$ cat src/rtl/serial_link_regs.svh
// register offsets, field codes, characters and counts of the serial link tx
//
// Behaviour
// - selector zero sends normal sample data
// - codes 1-5: prbs7, prbs15, prbs23, ramp, transport
// - codes 6-9: d21.5, k28.5, repeated ila, rpat
// - code 10 holds low, 11 high
// - identifier sent in second ila multiframe
// - link a sends identifier, link b plus one
// - identifier bit zero ignored, reads zero
// - end-of-frame char: k28.7, k28.1, k28.5
// - end-of-frame char replaces any repeated octet at any frame position, k28.3 at multiframe end
// - link disabled holds framing and lane outputs in reset; the sample buffer is not cleared and takes samples until its two entries are full
`ifndef SERIAL_LINK_REGS_SVH
`define SERIAL_LINK_REGS_SVH

// register indices; byte address is four times the index
`define IDX_LINK_CTRL     12'h200
`define IDX_TEST_SEL      12'h205
`define IDX_DEV_ID        12'h206
`define IDX_FRAME_END     12'h207
`define IDX_TX_STATUS     12'h20f
`define RST_LINK_CTRL     1'h0
`define RST_TEST_SEL      4'h0
`define RST_DEV_ID        8'h00
`define RST_FRAME_END     2'h0

// test selector codes
`define TST_NONE          4'h0
`define TST_PRBS7         4'h1
`define TST_PRBS15        4'h2
`define TST_PRBS23        4'h3
`define TST_RAMP          4'h4
`define TST_TRANSPORT     4'h5
`define TST_D215          4'h6
`define TST_K285          4'h7
`define TST_ILA           4'h8
`define TST_RPAT          4'h9
`define TST_LOW           4'ha
`define TST_HIGH          4'hb

// characters before 8b/10b coding
`define CHR_D215          8'hb5
`define CHR_K280          8'h1c
`define CHR_K281          8'h3c
`define CHR_K283          8'h7c
`define CHR_K284          8'h9c
`define CHR_K285          8'hbc
`define CHR_K287          8'hfc

// frames per multiframe minus one, multiframes of alignment, pattern
`define FRAMES_M1         5'h1f
`define ILA_MF_LAST       2'h3
`define RPAT_LAST         4'hb
`define PRBS_SEED         23'h7fffff

`endif

$ cat src/rtl/serial_link_pkg.sv
// types shared by the serial link transmitter
package serial_link_pkg;
    typedef enum logic [2:0] {
        st_off,
        st_cgs,
        st_ila,
        st_data,
        st_test
    } tx_state_type;
endpackage

$ cat src/rtl/serial_link_tx.sv
// serial link transmitter: apb registers, pattern generator, framing
//
// Local design decision: the APB interface to the registers.
`timescale 1ns/100ps
`default_nettype none
`include "serial_link_regs.svh"

module serial_link_tx
    import serial_link_pkg::*;
(
    input  wire logic        pclk,
    input  wire logic        presetn,
    input  wire logic        psel,
    input  wire logic        penable,
    input  wire logic        pwrite,
    input  wire logic [13:0] paddr,
    input  wire logic [31:0] pwdata,
    output logic      [31:0] prdata,
    output logic             pready,
    output logic             pslverr,
    input  wire logic        sample_valid,
    output logic             sample_ready,
    input  wire logic [7:0]  sample_data,
    input  wire logic        sync_n,
    input  wire logic        sysref,
    input  wire logic        lane_ready,
    output logic             lane_valid,
    output logic      [7:0]  lane_a_data,
    output logic      [7:0]  lane_b_data,
    output logic             lane_is_k,
    output logic             serial_hold_low,
    output logic             serial_hold_high,
    output logic             serializer_on
);

    // ****************************************************************
    // register file
    // ****************************************************************
    logic        link_enable_q, link_enable_d;
    logic [3:0]  test_sel_q, test_sel_d;
    logic [7:0]  dev_id_q, dev_id_d;
    logic [1:0]  frame_end_sel_q, frame_end_sel_d;
    logic [31:0] prdata_q, prdata_d;
    logic [11:0] reg_idx;
    logic        mapped;
    logic [7:0]  status_byte;
    tx_state_type st_q, st_d;
    logic        sync_n_s;

    assign reg_idx = paddr[13:2];
    assign mapped  = (paddr[1:0] == 2'b00) &&
                     (reg_idx == `IDX_LINK_CTRL || reg_idx == `IDX_TEST_SEL ||
                      reg_idx == `IDX_DEV_ID || reg_idx == `IDX_FRAME_END ||
                      reg_idx == `IDX_TX_STATUS);
    assign status_byte = {2'b00, link_enable_q, sync_n_s, 1'b0, 3'(st_q)};

    // zero wait states: read data is caught in the setup cycle
    assign pready  = psel & penable;
    assign pslverr = psel & penable & ~mapped;
    assign prdata  = prdata_q;

    always_comb begin
        link_enable_d   = link_enable_q;
        test_sel_d      = test_sel_q;
        dev_id_d        = dev_id_q;
        frame_end_sel_d = frame_end_sel_q;
        prdata_d        = prdata_q;
        if (psel && !penable) begin
            case (mapped ? reg_idx : 12'h000)
                `IDX_LINK_CTRL: prdata_d = {31'h0, link_enable_q};
                `IDX_TEST_SEL:  prdata_d = {28'h0, test_sel_q};
                `IDX_DEV_ID:    prdata_d = {24'h0, dev_id_q};
                `IDX_FRAME_END: prdata_d = {30'h0, frame_end_sel_q};
                `IDX_TX_STATUS: prdata_d = {24'h0, status_byte};
                default:        prdata_d = 32'h0;
            endcase
        end
        // settings are taken at any time; host keeps them still while enabled
        if (psel && penable && pwrite && mapped) begin
            case (reg_idx)
                `IDX_LINK_CTRL: link_enable_d = pwdata[0];
                `IDX_TEST_SEL:  test_sel_d = pwdata[3:0];
                `IDX_DEV_ID:    dev_id_d = {pwdata[7:1], 1'b0};
                `IDX_FRAME_END: frame_end_sel_d = pwdata[1:0];
                default: begin
                end
            endcase
        end
    end

    always_ff @(posedge pclk or negedge presetn) begin
        if (!presetn) begin
            link_enable_q   <= `RST_LINK_CTRL;
            test_sel_q      <= `RST_TEST_SEL;
            dev_id_q        <= `RST_DEV_ID;
            frame_end_sel_q <= `RST_FRAME_END;
            prdata_q        <= 32'h0;
        end else begin
            link_enable_q   <= link_enable_d;
            test_sel_q      <= test_sel_d;
            dev_id_q        <= dev_id_d;
            frame_end_sel_q <= frame_end_sel_d;
            prdata_q        <= prdata_d;
        end
    end

    // ****************************************************************
    // pin synchronisers
    // ****************************************************************
    logic [1:0] sync_ff_q, sysref_ff_q;
    logic       sysref_prev_q;

    assign sync_n_s = sync_ff_q[1];

    always_ff @(posedge pclk or negedge presetn) begin
        if (!presetn) begin
            sync_ff_q     <= 2'b00;
            sysref_ff_q   <= 2'b00;
            sysref_prev_q <= 1'b0;
        end else begin
            sync_ff_q     <= {sync_ff_q[0], sync_n};
            sysref_ff_q   <= {sysref_ff_q[0], sysref};
            sysref_prev_q <= sysref_ff_q[1];
        end
    end

    // ****************************************************************
    // two-entry sample buffer
    // ****************************************************************
    logic [7:0] buf_mem_q [2];
    logic [7:0] buf_mem_d [2];
    logic       buf_wr_q, buf_wr_d, buf_rd_q, buf_rd_d;
    logic [1:0] buf_cnt_q, buf_cnt_d;
    logic       buf_push, buf_pop, buf_valid;
    logic [7:0] buf_head;

    assign sample_ready = (buf_cnt_q != 2'd2);
    assign buf_valid    = (buf_cnt_q != 2'd0);
    assign buf_head     = buf_mem_q[buf_rd_q];
    assign buf_push     = sample_valid & sample_ready;

    always_comb begin
        buf_mem_d = buf_mem_q;
        buf_wr_d  = buf_wr_q;
        buf_rd_d  = buf_rd_q;
        buf_cnt_d = buf_cnt_q;
        if (buf_push) begin
            buf_mem_d[buf_wr_q] = sample_data;
            buf_wr_d = ~buf_wr_q;
        end
        if (buf_pop) begin
            buf_rd_d = ~buf_rd_q;
        end
        case ({buf_push, buf_pop})
            2'b10:   buf_cnt_d = buf_cnt_q + 2'd1;
            2'b01:   buf_cnt_d = buf_cnt_q - 2'd1;
            default: buf_cnt_d = buf_cnt_q;
        endcase
    end

    always_ff @(posedge pclk or negedge presetn) begin
        if (!presetn) begin
            buf_mem_q[0] <= 8'h00;
            buf_mem_q[1] <= 8'h00;
            buf_wr_q     <= 1'b0;
            buf_rd_q     <= 1'b0;
            buf_cnt_q    <= 2'd0;
        end else begin
            buf_mem_q <= buf_mem_d;
            buf_wr_q  <= buf_wr_d;
            buf_rd_q  <= buf_rd_d;
            buf_cnt_q <= buf_cnt_d;
        end
    end

    // ****************************************************************
    // pattern helpers
    // ****************************************************************
    // eight serial steps per octet; the seed suits all three lengths
    function automatic logic [30:0] prbs_octet(input logic [22:0] s,
                                               input logic [3:0]  c);
        logic [22:0] t;
        logic [7:0]  o;
        logic        fb;
        t = s;
        o = 8'h00;
        for (int i = 0; i < 8; i++) begin
            case (c)
                `TST_PRBS7:  fb = t[6] ^ t[5];
                `TST_PRBS15: fb = t[14] ^ t[13];
                default:     fb = t[22] ^ t[17];
            endcase
            t = {t[21:0], fb};
            o = {o[6:0], fb};
        end
        return {o, t};
    endfunction

    function automatic logic [7:0] rpat_octet(input logic [3:0] i);
        case (i)
            4'h0:    return 8'hbe;
            4'h1:    return 8'hd7;
            4'h2:    return 8'h23;
            4'h3:    return 8'h47;
            4'h4:    return 8'h6b;
            4'h5:    return 8'h8f;
            4'h6:    return 8'hb3;
            4'h7:    return 8'h14;
            4'h8:    return 8'h5e;
            4'h9:    return 8'hfb;
            4'ha:    return 8'h35;
            default: return 8'h59;
        endcase
    endfunction

    // ****************************************************************
    // transmitter framing and pattern selection
    // ****************************************************************
    logic [4:0]  frame_pos_q, frame_pos_d;
    logic [1:0]  ila_mf_q, ila_mf_d;
    logic [22:0] lfsr_q, lfsr_d;
    logic [7:0]  ramp_q, ramp_d;
    logic [3:0]  rpat_q, rpat_d;
    logic [7:0]  prev_q, prev_d;
    logic [7:0]  a_q, a_d, b_q, b_d;
    logic        k_q, k_d, valid_q, valid_d;
    logic        lo_q, lo_d, hi_q, hi_d;
    logic [30:0] prbs;
    logic [7:0]  end_char;
    logic        mf_end, step, did_slot, sysref_rise;

    assign prbs        = prbs_octet(lfsr_q, test_sel_q);
    assign mf_end      = (frame_pos_q == `FRAMES_M1);
    assign sysref_rise = sysref_ff_q[1] & ~sysref_prev_q;
    // no sample means no octet: the lane stalls instead of inventing data
    assign step        = lane_ready & (st_q != st_data | buf_valid);
    assign buf_pop     = lane_ready & (st_q == st_data) & buf_valid;
    assign did_slot    = (st_q == st_ila) & (ila_mf_q == 2'd1) &
                         (frame_pos_q == 5'd2);

    always_comb begin
        case (frame_end_sel_q)
            2'd1:    end_char = `CHR_K281;
            2'd2:    end_char = `CHR_K285;
            default: end_char = `CHR_K287;
        endcase
    end

    always_comb begin
        st_d        = st_q;
        frame_pos_d = frame_pos_q;
        ila_mf_d    = ila_mf_q;
        lfsr_d      = lfsr_q;
        ramp_d      = ramp_q;
        rpat_d      = rpat_q;
        prev_d      = prev_q;
        a_d         = a_q;
        k_d         = k_q;
        valid_d     = valid_q & ~lane_ready;
        lo_d        = 1'b0;
        hi_d        = 1'b0;
        if (step && st_q != st_off) begin
            frame_pos_d = frame_pos_q + 5'd1;
            valid_d     = 1'b1;
            k_d         = 1'b0;
        end
        case (st_q)
            st_off: begin
                valid_d = 1'b0;
                st_d = (test_sel_q == `TST_NONE) ? st_cgs : st_test;
            end
            st_cgs: begin
                if (step) begin
                    a_d = `CHR_K285;
                    k_d = 1'b1;
                    if (sync_n_s && mf_end) begin
                        st_d     = st_ila;
                        ila_mf_d = 2'd0;
                    end
                end
            end
            st_ila: begin
                if (step) begin
                    a_d = {3'h0, frame_pos_q};
                    if (frame_pos_q == 5'd0) begin
                        a_d = `CHR_K280;
                        k_d = 1'b1;
                    end else if (mf_end) begin
                        a_d = `CHR_K283;
                        k_d = 1'b1;
                    end else if (ila_mf_q == 2'd1 && frame_pos_q == 5'd1) begin
                        a_d = `CHR_K284;
                        k_d = 1'b1;
                    end else if (did_slot) begin
                        a_d = dev_id_q;
                    end
                    if (mf_end) begin
                        ila_mf_d = ila_mf_q + 2'd1;
                        if (ila_mf_q == `ILA_MF_LAST &&
                            test_sel_q != `TST_ILA) begin
                            st_d = st_data;
                        end
                    end
                end
            end
            st_data: begin
                if (!sync_n_s) begin
                    st_d = st_cgs;
                end else if (step) begin
                    a_d    = buf_head;
                    prev_d = buf_head;
                    // swap whenever the octet repeats the previous octet, at any frame position
                    if (buf_head == prev_q) begin
                        a_d = mf_end ? `CHR_K283 : end_char;
                        k_d = 1'b1;
                    end
                end
            end
            st_test: begin
                lo_d = lo_q;
                hi_d = hi_q;
                if (step) begin
                    lo_d = (test_sel_q == `TST_LOW);
                    hi_d = (test_sel_q == `TST_HIGH);
                    case (test_sel_q)
                        `TST_PRBS7, `TST_PRBS15, `TST_PRBS23: begin
                            a_d    = prbs[30:23];
                            lfsr_d = prbs[22:0];
                        end
                        `TST_RAMP: begin
                            a_d    = ramp_q;
                            ramp_d = ramp_q + 8'h01;
                        end
                        `TST_TRANSPORT: a_d = {3'h0, frame_pos_q};
                        `TST_D215:      a_d = `CHR_D215;
                        `TST_K285: begin
                            a_d = `CHR_K285;
                            k_d = 1'b1;
                        end
                        `TST_RPAT: begin
                            a_d    = rpat_octet(rpat_q);
                            rpat_d = (rpat_q == `RPAT_LAST) ? 4'h0 :
                                     rpat_q + 4'h1;
                        end
                        `TST_HIGH:      a_d = 8'hff;
                        default:        a_d = 8'h00;
                    endcase
                end
                // repeated alignment runs through the ila state
                if (test_sel_q == `TST_ILA && mf_end && step) begin
                    st_d     = st_ila;
                    ila_mf_d = 2'd0;
                end
            end
            default: st_d = st_off;
        endcase
        b_d = a_d;
        if (step && did_slot) begin
            b_d = dev_id_q + 8'h01;
        end else if (!step) begin
            b_d = b_q;
        end
        if (sysref_rise) begin
            frame_pos_d = 5'd0;
        end
        // disabled link: framing and lane outputs held in reset (sample buffer keeps running), sysref ignored
        if (!link_enable_q) begin
            st_d        = st_off;
            frame_pos_d = 5'd0;
            ila_mf_d    = 2'd0;
            lfsr_d      = `PRBS_SEED;
            ramp_d      = 8'h00;
            rpat_d      = 4'h0;
            prev_d      = 8'h00;
            a_d         = 8'h00;
            b_d         = 8'h00;
            k_d         = 1'b0;
            valid_d     = 1'b0;
            lo_d        = 1'b0;
            hi_d        = 1'b0;
        end
    end

    always_ff @(posedge pclk or negedge presetn) begin
        if (!presetn) begin
            st_q        <= st_off;
            frame_pos_q <= 5'd0;
            ila_mf_q    <= 2'd0;
            lfsr_q      <= `PRBS_SEED;
            ramp_q      <= 8'h00;
            rpat_q      <= 4'h0;
            prev_q      <= 8'h00;
            a_q         <= 8'h00;
            b_q         <= 8'h00;
            k_q         <= 1'b0;
            valid_q     <= 1'b0;
            lo_q        <= 1'b0;
            hi_q        <= 1'b0;
        end else begin
            st_q        <= st_d;
            frame_pos_q <= frame_pos_d;
            ila_mf_q    <= ila_mf_d;
            lfsr_q      <= lfsr_d;
            ramp_q      <= ramp_d;
            rpat_q      <= rpat_d;
            prev_q      <= prev_d;
            a_q         <= a_d;
            b_q         <= b_d;
            k_q         <= k_d;
            valid_q     <= valid_d;
            lo_q        <= lo_d;
            hi_q        <= hi_d;
        end
    end

    assign lane_valid       = valid_q;
    assign lane_a_data      = a_q;
    assign lane_b_data      = b_q;
    assign lane_is_k        = k_q;
    assign serial_hold_low  = lo_q;
    assign serial_hold_high = hi_q;
    assign serializer_on    = link_enable_q;

endmodule
`default_nettype wire

$ cat config.mk
export PLATFORM = sky130hd
export DESIGN_NAME = serial_link_tx
export DESIGN_NICKNAME = d
export VERILOG_FILES = /design/src/rtl/serial_link_pkg.sv /design/src/rtl/serial_link_tx.sv
export VERILOG_INCLUDE_DIRS = /design/src /design/src/rtl
export SDC_FILE = /design/constraint.sdc
export NUM_CORES = 1
export LEC_CHECK = 0
export ABC_AREA = 0
export BUFFER_PORTS_ARGS = -buffer_cell sky130_fd_sc_hd__buf_2
export CAP_MARGIN = 20
export CORE_UTILIZATION = 62
export DETAILED_ROUTE_END_ITERATION = 6
export MAX_ROUTING_LAYER = met4
export PLACE_DENSITY = 0.9
export SLEW_MARGIN = 15
export SYNTH_ARGS = -nofsm -noshare
export SYNTH_HDL_FRONTEND = slang
export SYNTH_SLANG_ARGS = --single-unit
export TNS_END_PERCENT = 50
$ cat constraint.sdc
create_clock -name pclk -period 4.8 [get_ports pclk]
set_input_delay 0.96 -clock pclk [delete_from_list [all_inputs] [get_ports pclk]]
set_output_delay 0.96 -clock pclk [all_outputs]
set_load 0.005 [all_outputs]
After elaboration in Yosys (flattened, before gate mapping)
Memory sizes are Yosys's and may differ from the RTL's.
Cells that the tools add are included.

cells by class
  $add $sub $neg = 7
  $lt $le $gt $ge = 3
  eq/ne operators = 57
  mux-type cells = 94
  bitwise logic cells = 42
  reduce and logical (&&, ||, !) cells = 36

operators by type and width
  operator                                                                 count
  8-bit 2-to-1 mux                                                         27
  12-bit by 10-bit equality test with 1-bit output, second input constant  10
  23-bit 2-to-1 mux                                                        4
  8-bit one-hot mux with 7 select lines                                    1
  8-bit one-hot mux with 5 select lines                                    1
  8-bit one-hot mux with 4 select lines                                    1
  3-bit 2-to-1 mux                                                         9
  1-bit XOR                                                                24
  1-bit 2-to-1 mux                                                         21
  3-bit inequality test, second input constant                             7
  4-bit equality test, second input constant                               5
  4-bit 2-to-1 mux                                                         5
  8-bit by 1-bit adder with 8-bit output, second input constant            2
  16-bit bitwise mux                                                       1
  4-bit by 3-bit equality test with 1-bit output, second input constant    4
  1-bit one-hot mux with 2 select lines                                    8
  8-bit one-hot mux with 2 select lines                                    1
  5-bit 2-to-1 mux                                                         3
  3-bit one-hot mux with 5 select lines                                    1
  2-bit by 1-bit inequality test with 1-bit output, second input constant  7
  1-bit logical AND                                                        13
  12-bit 2-to-1 mux                                                        1
  2-bit 2-to-1 mux                                                         6
  3-bit AND reduction                                                      4
  42 further kinds                                                         73

storage, ports and cells
  register bits = 144
  bits in read-only memories = 128
  input bits = 63
  output and inout port bits = 56
  word-level logic and storage cells = 266
  memories = 1

memories
  name              words  width  read ports  clocked after memory_dff  write ports  RTL line               RTL
  (name not given)  16     8      1           0                         0            serial_link_tx.sv:200  case (i)

Depth between registers and ports, before layout
Gate-level depths: netlist (run 1).

  depth in word-level cells = 12
  mapped depth = 11
  gate-level depth less buffers = 10

Worst setup path before layout (run 1)
No wires, ideal clock.

  path kind = in2reg
  start point = input paddr[6]
  end point = register dev_id_q[1]
  library setup time = 125 ps
  arrival time = 2636 ps
  required time = 4675 ps
  setup slack = 2039 ps
  cell stages on the path = 8
  buffers on the path = 2
  path through = nor4_1 > nand4b_1 > nor3_1 > and3b_1 > clkbuf_1 > nor2b_1 > buf_2 > mux2_2

on the way
  cells in the longest elaborated chain, start to end = 8
  elaborated cells on any way between the ends = 12
  those cells by class = eq/ne (5); reduce/logical (7)

RTL lines
  what                                              RTL line               RTL
  from (decl)                                       serial_link_tx.sv:16   input wire logic [13:0] paddr,
  12-bit by 10-bit equality test with 1-bit output  --
  1-bit logical OR (no line) (4 in series)          --
  1-bit logical AND                                 serial_link_tx.sv:51   assign mapped = (paddr[1:0] == 2'b00) &&
  1-bit logical AND                                 serial_link_tx.sv:79   if (psel && penable && pwrite && mapped) begin
  2-bit AND reduction (no line) *                   --
  to (signal assigned)                              serial_link_tx.sv:95   dev_id_q <= `RST_DEV_ID;
  to (signal assigned)                              serial_link_tx.sv:101  dev_id_q <= dev_id_d;
  to (decl)                                         serial_link_tx.sv:41   logic [7:0] dev_id_q, dev_id_d;

Every way passes the cells marked *; elsewhere a longest branch is shown, timed or not.
A chain may end at the register's enable or synchronous reset.

Final worst setup path (run 1)
  start point = register st_q[1]
  end point = register b_q[1] (netlist: lane_b_data[1])

on the way
  cells in the longest elaborated chain, start to end = 12
  elaborated cells on any way between the ends = 24
  those cells by class = eq/ne (6); mux (13); bitwise (4); reduce/logical (1)

RTL lines
  what                                            RTL line                                      RTL
  from (decl)                                     serial_link_tx.sv:47                          tx_state_type st_q, st_d;
  from (signal assigned)                          serial_link_tx.sv:386                         st_q <= st_off;
  from (signal assigned)                          serial_link_tx.sv:400                         st_q <= st_d;
  3-bit by 2-bit equality test with 1-bit output  serial_link_tx.sv:238, serial_link_tx.sv:267
  1-bit AND (2 in series)                         serial_link_tx.sv:238                         assign did_slot = (st_q == st_ila) & (ila_mf_q == 2'd1) &
  8-bit 2-to-1 mux                                serial_link_tx.sv:294                         end else if (did_slot) begin
  8-bit 2-to-1 mux                                serial_link_tx.sv:291                         end else if (ila_mf_q == 2'd1 && frame_pos_q == 5'd1) begin
  8-bit 2-to-1 mux                                serial_link_tx.sv:288                         end else if (mf_end) begin
  8-bit 2-to-1 mux                                serial_link_tx.sv:285                         if (frame_pos_q == 5'd0) begin
  8-bit 2-to-1 mux                                serial_link_tx.sv:283                         if (step) begin
  8-bit one-hot mux with 4 select lines           serial_link_tx.sv:267                         case (st_q)
  8-bit 2-to-1 mux                                serial_link_tx.sv:360                         end else if (!step) begin
  8-bit 2-to-1 mux                                serial_link_tx.sv:358                         if (step && did_slot) begin
  8-bit 2-to-1 mux                                serial_link_tx.sv:367                         if (!link_enable_q) begin
  to (signal assigned)                            serial_link_tx.sv:394                         b_q <= 8'h00;
  to (signal assigned)                            serial_link_tx.sv:408                         b_q <= b_d;
  to (decl)                                       serial_link_tx.sv:225                         logic [7:0] a_q, a_d, b_q, b_d;

Parallel ways exist; a longest one is shown, timed or not. The select of a mux whose other input is x is not followed.

==> impl_metrics.py, run 1 <==
metrics = {
    "logic_synthesis": {
        "synthFlopType": "dfrtp_1",
        "synth.avg_cell_area_sq_um": 9.14,
        "yosysWarnings": 0,
        "syn_inst": 790,
        "ys_top_cells_by_area": "dfrtp_1 34%, dfstp_2 8.4%, nand2_1 5.1%, mux2_2 4.5%, xor2_1 3.5%",
        "mappedNetlistArea_sq_um": 7220,
        "synth_seq_cells": 120,
        "synth-edff-count": 0,
        "synth_top_cell_by_area": "dfrtp_1",
        "yosysUniqueCellTypes": 75,
        "synth_top_area_share_pct": 33.6,
        "synth_common_cells": "99 x nand2_1, 97 x dfrtp_1, 66 x nor2_1, 49 x o21ai_0, 47 x a21oi_1",
        "synthArstFlopShare_pct": 100,
        "yosysMostFrequentCell": "nand2_1",
        "seq_area_frac_synth_pct": 42.0,
    },
    "cells_and_area": {
        "layoutNonFillerInstCount": 994,
        "antenna_cells": 0,
        "regArea_sq_um": 3030,
        "syn2layout_area_growth_pct": 12.1,
        "layout-drive-gt1-share_pct": 21.3,
        "layout.nets": 918,
        "multi_input_area_sq_um": 3860,
        "fillers": 846,
    },
    "routing": {
        "vias": 6242,
        "drcViolationCount": 0,
        "drtIter0Drc": 912,
        "ant_nets": 0,
        "routed_wl_um": 18300,
        "wire_per_inst_um": 18.4,
        "drt_pre_antenna_iters": 6,
        "vias_per_cell": 6.28,
    },
    "cts": {
        "htreeDepth": 4,
        "cts_num_sinks": 120,
        "tritoncts": "done",
        "clk_latency_ns": 0.43,
        "post_cts_buffers": 0,
        "cts_resized": 0,
        "ctsHoldBuffers": 0,
        "cts_root_buf": "clkbuf_16",
        "cts_buffers": 17,
        "cts.clk_slew.worst_paths_ns": 0.06,
        "clock_path_buffers": 2,
    },
    "hold_path": {
        "holdCritPathClass": "flop to flop",
    },
    "placement": {
        "dp_cells": 962,
        "gp_congestion": 0.963,
        "io_buffers": 70,
        "dpl.hpwl_um": 12700,
    },
    "setup_path": {
        "r2r_slack_ns": 1.72,
        "crit_required_ns": 5.12,
        "end_kind": "flop",
        "worstPathMaxFanout": 19,
        "crit_type": "flop to flop",
        "crit_arrival_ns": 3.40,
        "worst_setup_path_start_kind": "flop",
    },
    "floorplan": {
        "ios": 119,
        "die_height_um": 110,
        "initial_core_util_pct": 63.5,
        "die_x_um": 110,
        "core-area_sq_um": 11400,
        "dieArea_sq_um": 12100,
        "rows": 39,
    },
    "sta": {
        "hold_viol": 0,
        "drv_slew": 0,
        "setup_viol": 0,
        "rsz0062_at_grt": "no",
        "fmax_mhz": 324,
        "slew_headroom_pct": 29.5,
        "tns_ns": 0,
        "finalCritPeriodShare_pct": 64.3,
        "finClkSkew_ns": 0.00699,
        "fin_crit_ns": 3.08,
        "worst_pin_slew_ns": 1.04,
    },
    "grt": {
        "overflow": 0,
        "grt_pass1_wl_um": 29200,
        "grt_pass1_vias": 5830,
        "groute.usage.overall_pct": 33.6,
        "grt_max_degree": 51,
        "antenna_found_initial": 0,
    },
    "power_and_ir_drop": {
        "p_leak_nw": 3.55,
        "ir_drop_mv": 0.526,
        "powerDensity_nw_per_um2": 496,
    },
    "outcome": {
        "status": "finished clean",
    },
    "flow_run": {
        "max_cap_violations": 0,
    },
}
==> per-stage QoR <==
step	hold slack, ns	worst slack [ns]	utilization, %	instance area, sq um	total power [W]
final	0.348	1.72	71.2	8090	0.00402
after global routing	0.354	1.46	71.2	8090	0.00424
after CTS	0.350	1.80	71.2	8090	0.00401
after detailed placement	0.337	1.49	66.2	7520	0.00277
after global placement	0.333	1.63	66.2	7520	0.00274
after floorplan	0.331	2.04	-	7310	0.00243
==> per-layer routing <==
layer	share of wire (%)	track usage (%)
met5	0	-
met2	45	49.0
met3	8.2	8.77
met4	4.3	17.1
met1	42	43.2
==> worst paths after layout <==
path	depth (start not counted)	to	from
worst max register to register	7	lane_b_data[1]	st_q[1]
worst min register to register	0	sysref_ff_q[1]	sysref_ff_q[0]
max in group asynchronous	2	lfsr_q[20]	presetn
worst min-delay path	0	sysref_ff_q[1]	sysref_ff_q[0]
worst max-delay path	7	lane_b_data[1]	st_q[1]
min in group asynchronous	1	prdata[0]	presetn
==> layout by cell type, fill, tap and decap left out, types with 7 or more instances in the layout <==
| cell type | instances |
|---|---|
| nand2_1 | 99 |
| dfrtp_1 | 97 |
| buf_2 | 69 |
| nor2_1 | 66 |
| o21ai_0 | 49 |
| a21oi_1 | 47 |
| nand3_1 | 31 |
| xor2_1 | 29 |
| mux2_2 | 29 |
| conb_1 | 24 |
| dfstp_2 | 23 |
| xnor2_1 | 20 |
| ha_1 | 17 |
| clkbuf_16 | 17 |
| o211ai_1 | 15 |
| inv_1 | 13 |
| nor3_1 | 12 |
| a22oi_1 | 12 |
| a31oi_1 | 12 |
| a211oi_1 | 10 |
| and3_1 | 9 |
| nor2b_1 | 9 |
| mux2i_1 | 8 |
| nand2b_1 | 7 |
| buf_4 | 7 |
==> cell families (layout without fill, tap and decap cells) <==
kind of cell / after synthesis / in the layout / synth area share [%]
AND/OR/NAND/NOR: 275 / 275 / 18.7
AO/OA/AOI/OAI: 203 / 203 / 18.4
flip-flops: 120 / 120 / 42.0
buffers and inverters: 85 / 123 / 5.82
XOR/XNOR: 49 / 49 / 5.94
multiplexers: 40 / 40 / 6.20
adder cells (fa/ha/maj): 17 / 17 / 2.94
other: 1 / 24 / 0.0519
==> worst max-delay path, stage by stage, from the launching register on <==
cell,delay (ns)
dfrtp_1,0.74
nor4bb_1,0.97
nand2_1,0.46
nand2_1,0.17
a21oi_1,0.10
a221oi_2,0.19
o22ai_1,0.13
a22o_1,0.21
==> report_power, final <==
group / switching [W] / internal [W]
combinational: 0.000731 / 0.000579
clock: 0.000505 / 0.000721
sequential: 0.000244 / 0.00124
==> final cells by class <==
type / count / share of cell area (%)
Clock buffer: 17 / 5.26
Clock inverter: 15 / 1.81
Inverter: 15 / 0.696
Timing Repair Buffer: 76 / 4.92
Multi-Input combinational cell: 608 / 47.7
Sequential cell: 120 / 37.5
Tap cell: 143 / 2.21
==> sequential cells by signal, summed over array words and instances (netlist names), 2 cells and up <==
signal and cells:
lfsr_q 23, buf_mem_q 16, lane_a_data 8, lane_b_data 8, prdata 8, prev_q 8, ramp_q 8, dev_id_q 7
frame_pos_q 5, rpat_q 4, test_sel_q 4, st_q 3, buf_cnt_q 2, frame_end_sel_q 2, ila_mf_q 2, sync_ff_q 2
sysref_ff_q 2
(Power assumes the default switching activity.)
==> run 2: changes to the inputs <==
--- a/config.mk
+++ b/config.mk
@@ -9,10 +9,10 @@
 export ABC_AREA = 0
 export BUFFER_PORTS_ARGS = -buffer_cell sky130_fd_sc_hd__buf_2
 export CAP_MARGIN = 20
-export CORE_UTILIZATION = 62
+export CORE_UTILIZATION = 52
 export DETAILED_ROUTE_END_ITERATION = 6
 export MAX_ROUTING_LAYER = met4
-export PLACE_DENSITY = 0.9
+export PLACE_DENSITY = 0.8
 export SLEW_MARGIN = 15
 export SYNTH_ARGS = -nofsm -noshare
 export SYNTH_HDL_FRONTEND = slang
==> constraint.sdc (replaced) <==
create_clock -name pclk -period 2.65 [get_ports pclk]
set_input_delay 0.53 -clock pclk [delete_from_list [all_inputs] [get_ports pclk]]
set_output_delay 0.53 -clock pclk [all_outputs]
set_load 0.005 [all_outputs]
==> impl_metrics.py, run 2 (synthesis results as in run 1) <==
metrics = {
    "outcome": {
        "status": "finished clean",
    },
    "floorplan": {
        "core-area_sq_um": 13400,
        "initial_core_util_pct": 53.9,
        "dieArea_sq_um": 14400,
        "ios": 119,
        "rows": 42,
        "die_x_um": 120,
        "die_height_um": 120,
    },
    "grt": {
        "overflow": 0,
        "grt_max_degree": 46,
        "grt_pass1_vias": 5955,
        "antenna_found_initial": 0,
        "groute.usage.overall_pct": 29.1,
        "use_met2_pct": 43.8,
        "met1_usage_pct": 38.1,
        "busiest_layer": "met2",
        "grtUsageMet3_pct": 6.23,
        "grt_pass1_wl_um": 31000,
    },
    "sta": {
        "drv_slew": 0,
        "rsz0062_at_grt": "no",
        "setup_viol": 0,
        "holdWs_ns": 0.115,
        "worst_pin_slew_ns": 0.696,
        "fmax_mhz": 403,
        "finalCritPeriodShare_pct": 93.6,
        "finClkSkew_ns": 0.0104,
        "hold_viol": 0,
        "fin_crit_ns": 2.48,
        "slew_headroom_pct": 53.4,
        "tns_ns": 0,
    },
    "power_and_ir_drop": {
        "ir_drop_mv": 0.871,
        "p_leak_nw": 3.78,
        "powerDensity_nw_per_um2": 906,
    },
    "routing": {
        "wire_per_inst_um": 17.9,
        "drt_pre_antenna_iters": 5,
        "ant_nets": 0,
        "vias": 6303,
        "drcViolationCount": 0,
        "routed_wl_um": 19100,
        "drtIter0Drc": 653,
        "vias_per_cell": 5.90,
    },
    "cells_and_area": {
        "largest_reg_flops": 23,
        "layout-drive-gt1-share_pct": 25.0,
        "final_common_cell": "nand2_1",
        "layout.nets": 959,
        "largestRegisters": "lfsr_q: 23 flops, buf_mem_q: 16 flops",
        "syn2layout_area_growth_pct": 17.6,
        "regMostFlops": "lfsr_q",
        "final_cell_mix": "99 x nand2_1, 96 x dfrtp_1, 69 x buf_2",
        "postLayoutCellArea_sq_um": 8500,
        "antenna_cells": 0,
    },
    "setup_path": {
        "end_kind": "flop",
        "crit_required_ns": 2.95,
        "rr_worst_depth": 7,
        "worst_setup_path_start_kind": "flop",
        "crit_chain": "or2_2 -> nor2_1 -> o21ai_0 -> a221oi_1 -> o22ai_1 -> o22ai_1 -> o21ai_0",
        "r2r_slack_ns": 0.17,
        "critical_path.top_delay_family": "compound AO/OA/AOI/OAI gates",
        "slowest_delay_ns": 0.55,
        "crit_arrival_ns": 2.79,
        "worstPathMaxFanout": 13,
        "crit_type": "flop to flop",
        "cp.depth": 7,
        "slowest_stage": "dfrtp_1",
        "critical_path_buf_inv_count": 0,
    },
    "flow_run": {
        "max_cap_violations": 0,
    },
    "placement": {
        "gp_congestion": 0.977,
        "dpl.hpwl_um": 13900,
        "io_buffers": 70,
        "placed_cell_area_sq_um": 7860,
    },
    "cts": {
        "cts_buffers": 17,
        "clk_latency_ns": 0.43,
        "cts_num_sinks": 120,
        "ctsHoldBuffers": 0,
        "tritoncts": "done",
        "cts.clk_slew.worst_paths_ns": 0.06,
        "clock_path_buffers": 2,
        "htreeDepth": 4,
        "cts_root_buf": "clkbuf_16",
    },
    "hold_path": {
        "holdCritPathClass": "input pin to async pin",
    },
}
==> run 2: path summary, 6_finish.rpt <==
| check | from | to |
|---|---|---|
| max | test_sel_q[3] | lane_b_data[5] |
| min | presetn | serial_hold_high |
| max reg2reg | test_sel_q[3] | lane_b_data[5] |
| min reg2reg | sysref_ff_q[0] | sysref_ff_q[1] |
| max in group asynchronous | presetn | buf_rd_q |
| min in group pclk | sync_n | sync_ff_q[0] |
==> run 2: layout make-up <==
cell class	count	area (sq um)
clock buffers	18	439
clock inverters	14	185
inverters	15	56.3
well taps	176	220
repair buffers	117	706
multi-input cells	608	3860
flip-flops and latches	120	3030
fillers	1131	4900
==> run 2: repair_timing <==
item	CTS	global route
setup endpoints to repair	0	13
buffers inserted	0	2
resized for setup	0	2
==> run 2: metrics by stage <==
| stage | power [W] | utilization, % | worst slack, ns | instances |
|---|---|---|---|---|
| after floorplan | 0.00439 | - | 0.319 | 813 |
| after global placement | 0.00513 | 58.6 | 0.164 | 1034 |
| after detailed placement | 0.00521 | 58.6 | 0.0866 | 1034 |
| after CTS | 0.00767 | 63.3 | 0.0595 | 1066 |
| after global routing | 0.00810 | 63.4 | 0.0401 | 1068 |
| final | 0.00770 | 63.4 | 0.169 | 1068 |
==> run 2: worst reg2reg max path, stage by stage (launching register included) <==
cell      delay, ns
dfrtp_1        0.55
or2_2          0.42
nor2_1         0.22
o21ai_0        0.20
a221oi_1       0.41
o22ai_1        0.19
o22ai_1        0.23
o21ai_0        0.14
==> run 2: per-layer routing <==
layer | vias to the layer above | share of wire, %
met5 | - | 0
met4 | 0 | 3.0
met3 | 53 | 6.1
met2 | 208 | 47
met1 | 3083 | 43
li1 | 2959 | -
==> run 2: report_power, final <==
part / internal, W / total [W] / switching [W]
combinational: 0.00121 / 0.00265 / 0.00145
sequential: 0.00224 / 0.00261 / 0.000365
clock: 0.00152 / 0.00244 / 0.000912
total: 0.00497 / 0.00770 / 0.00272
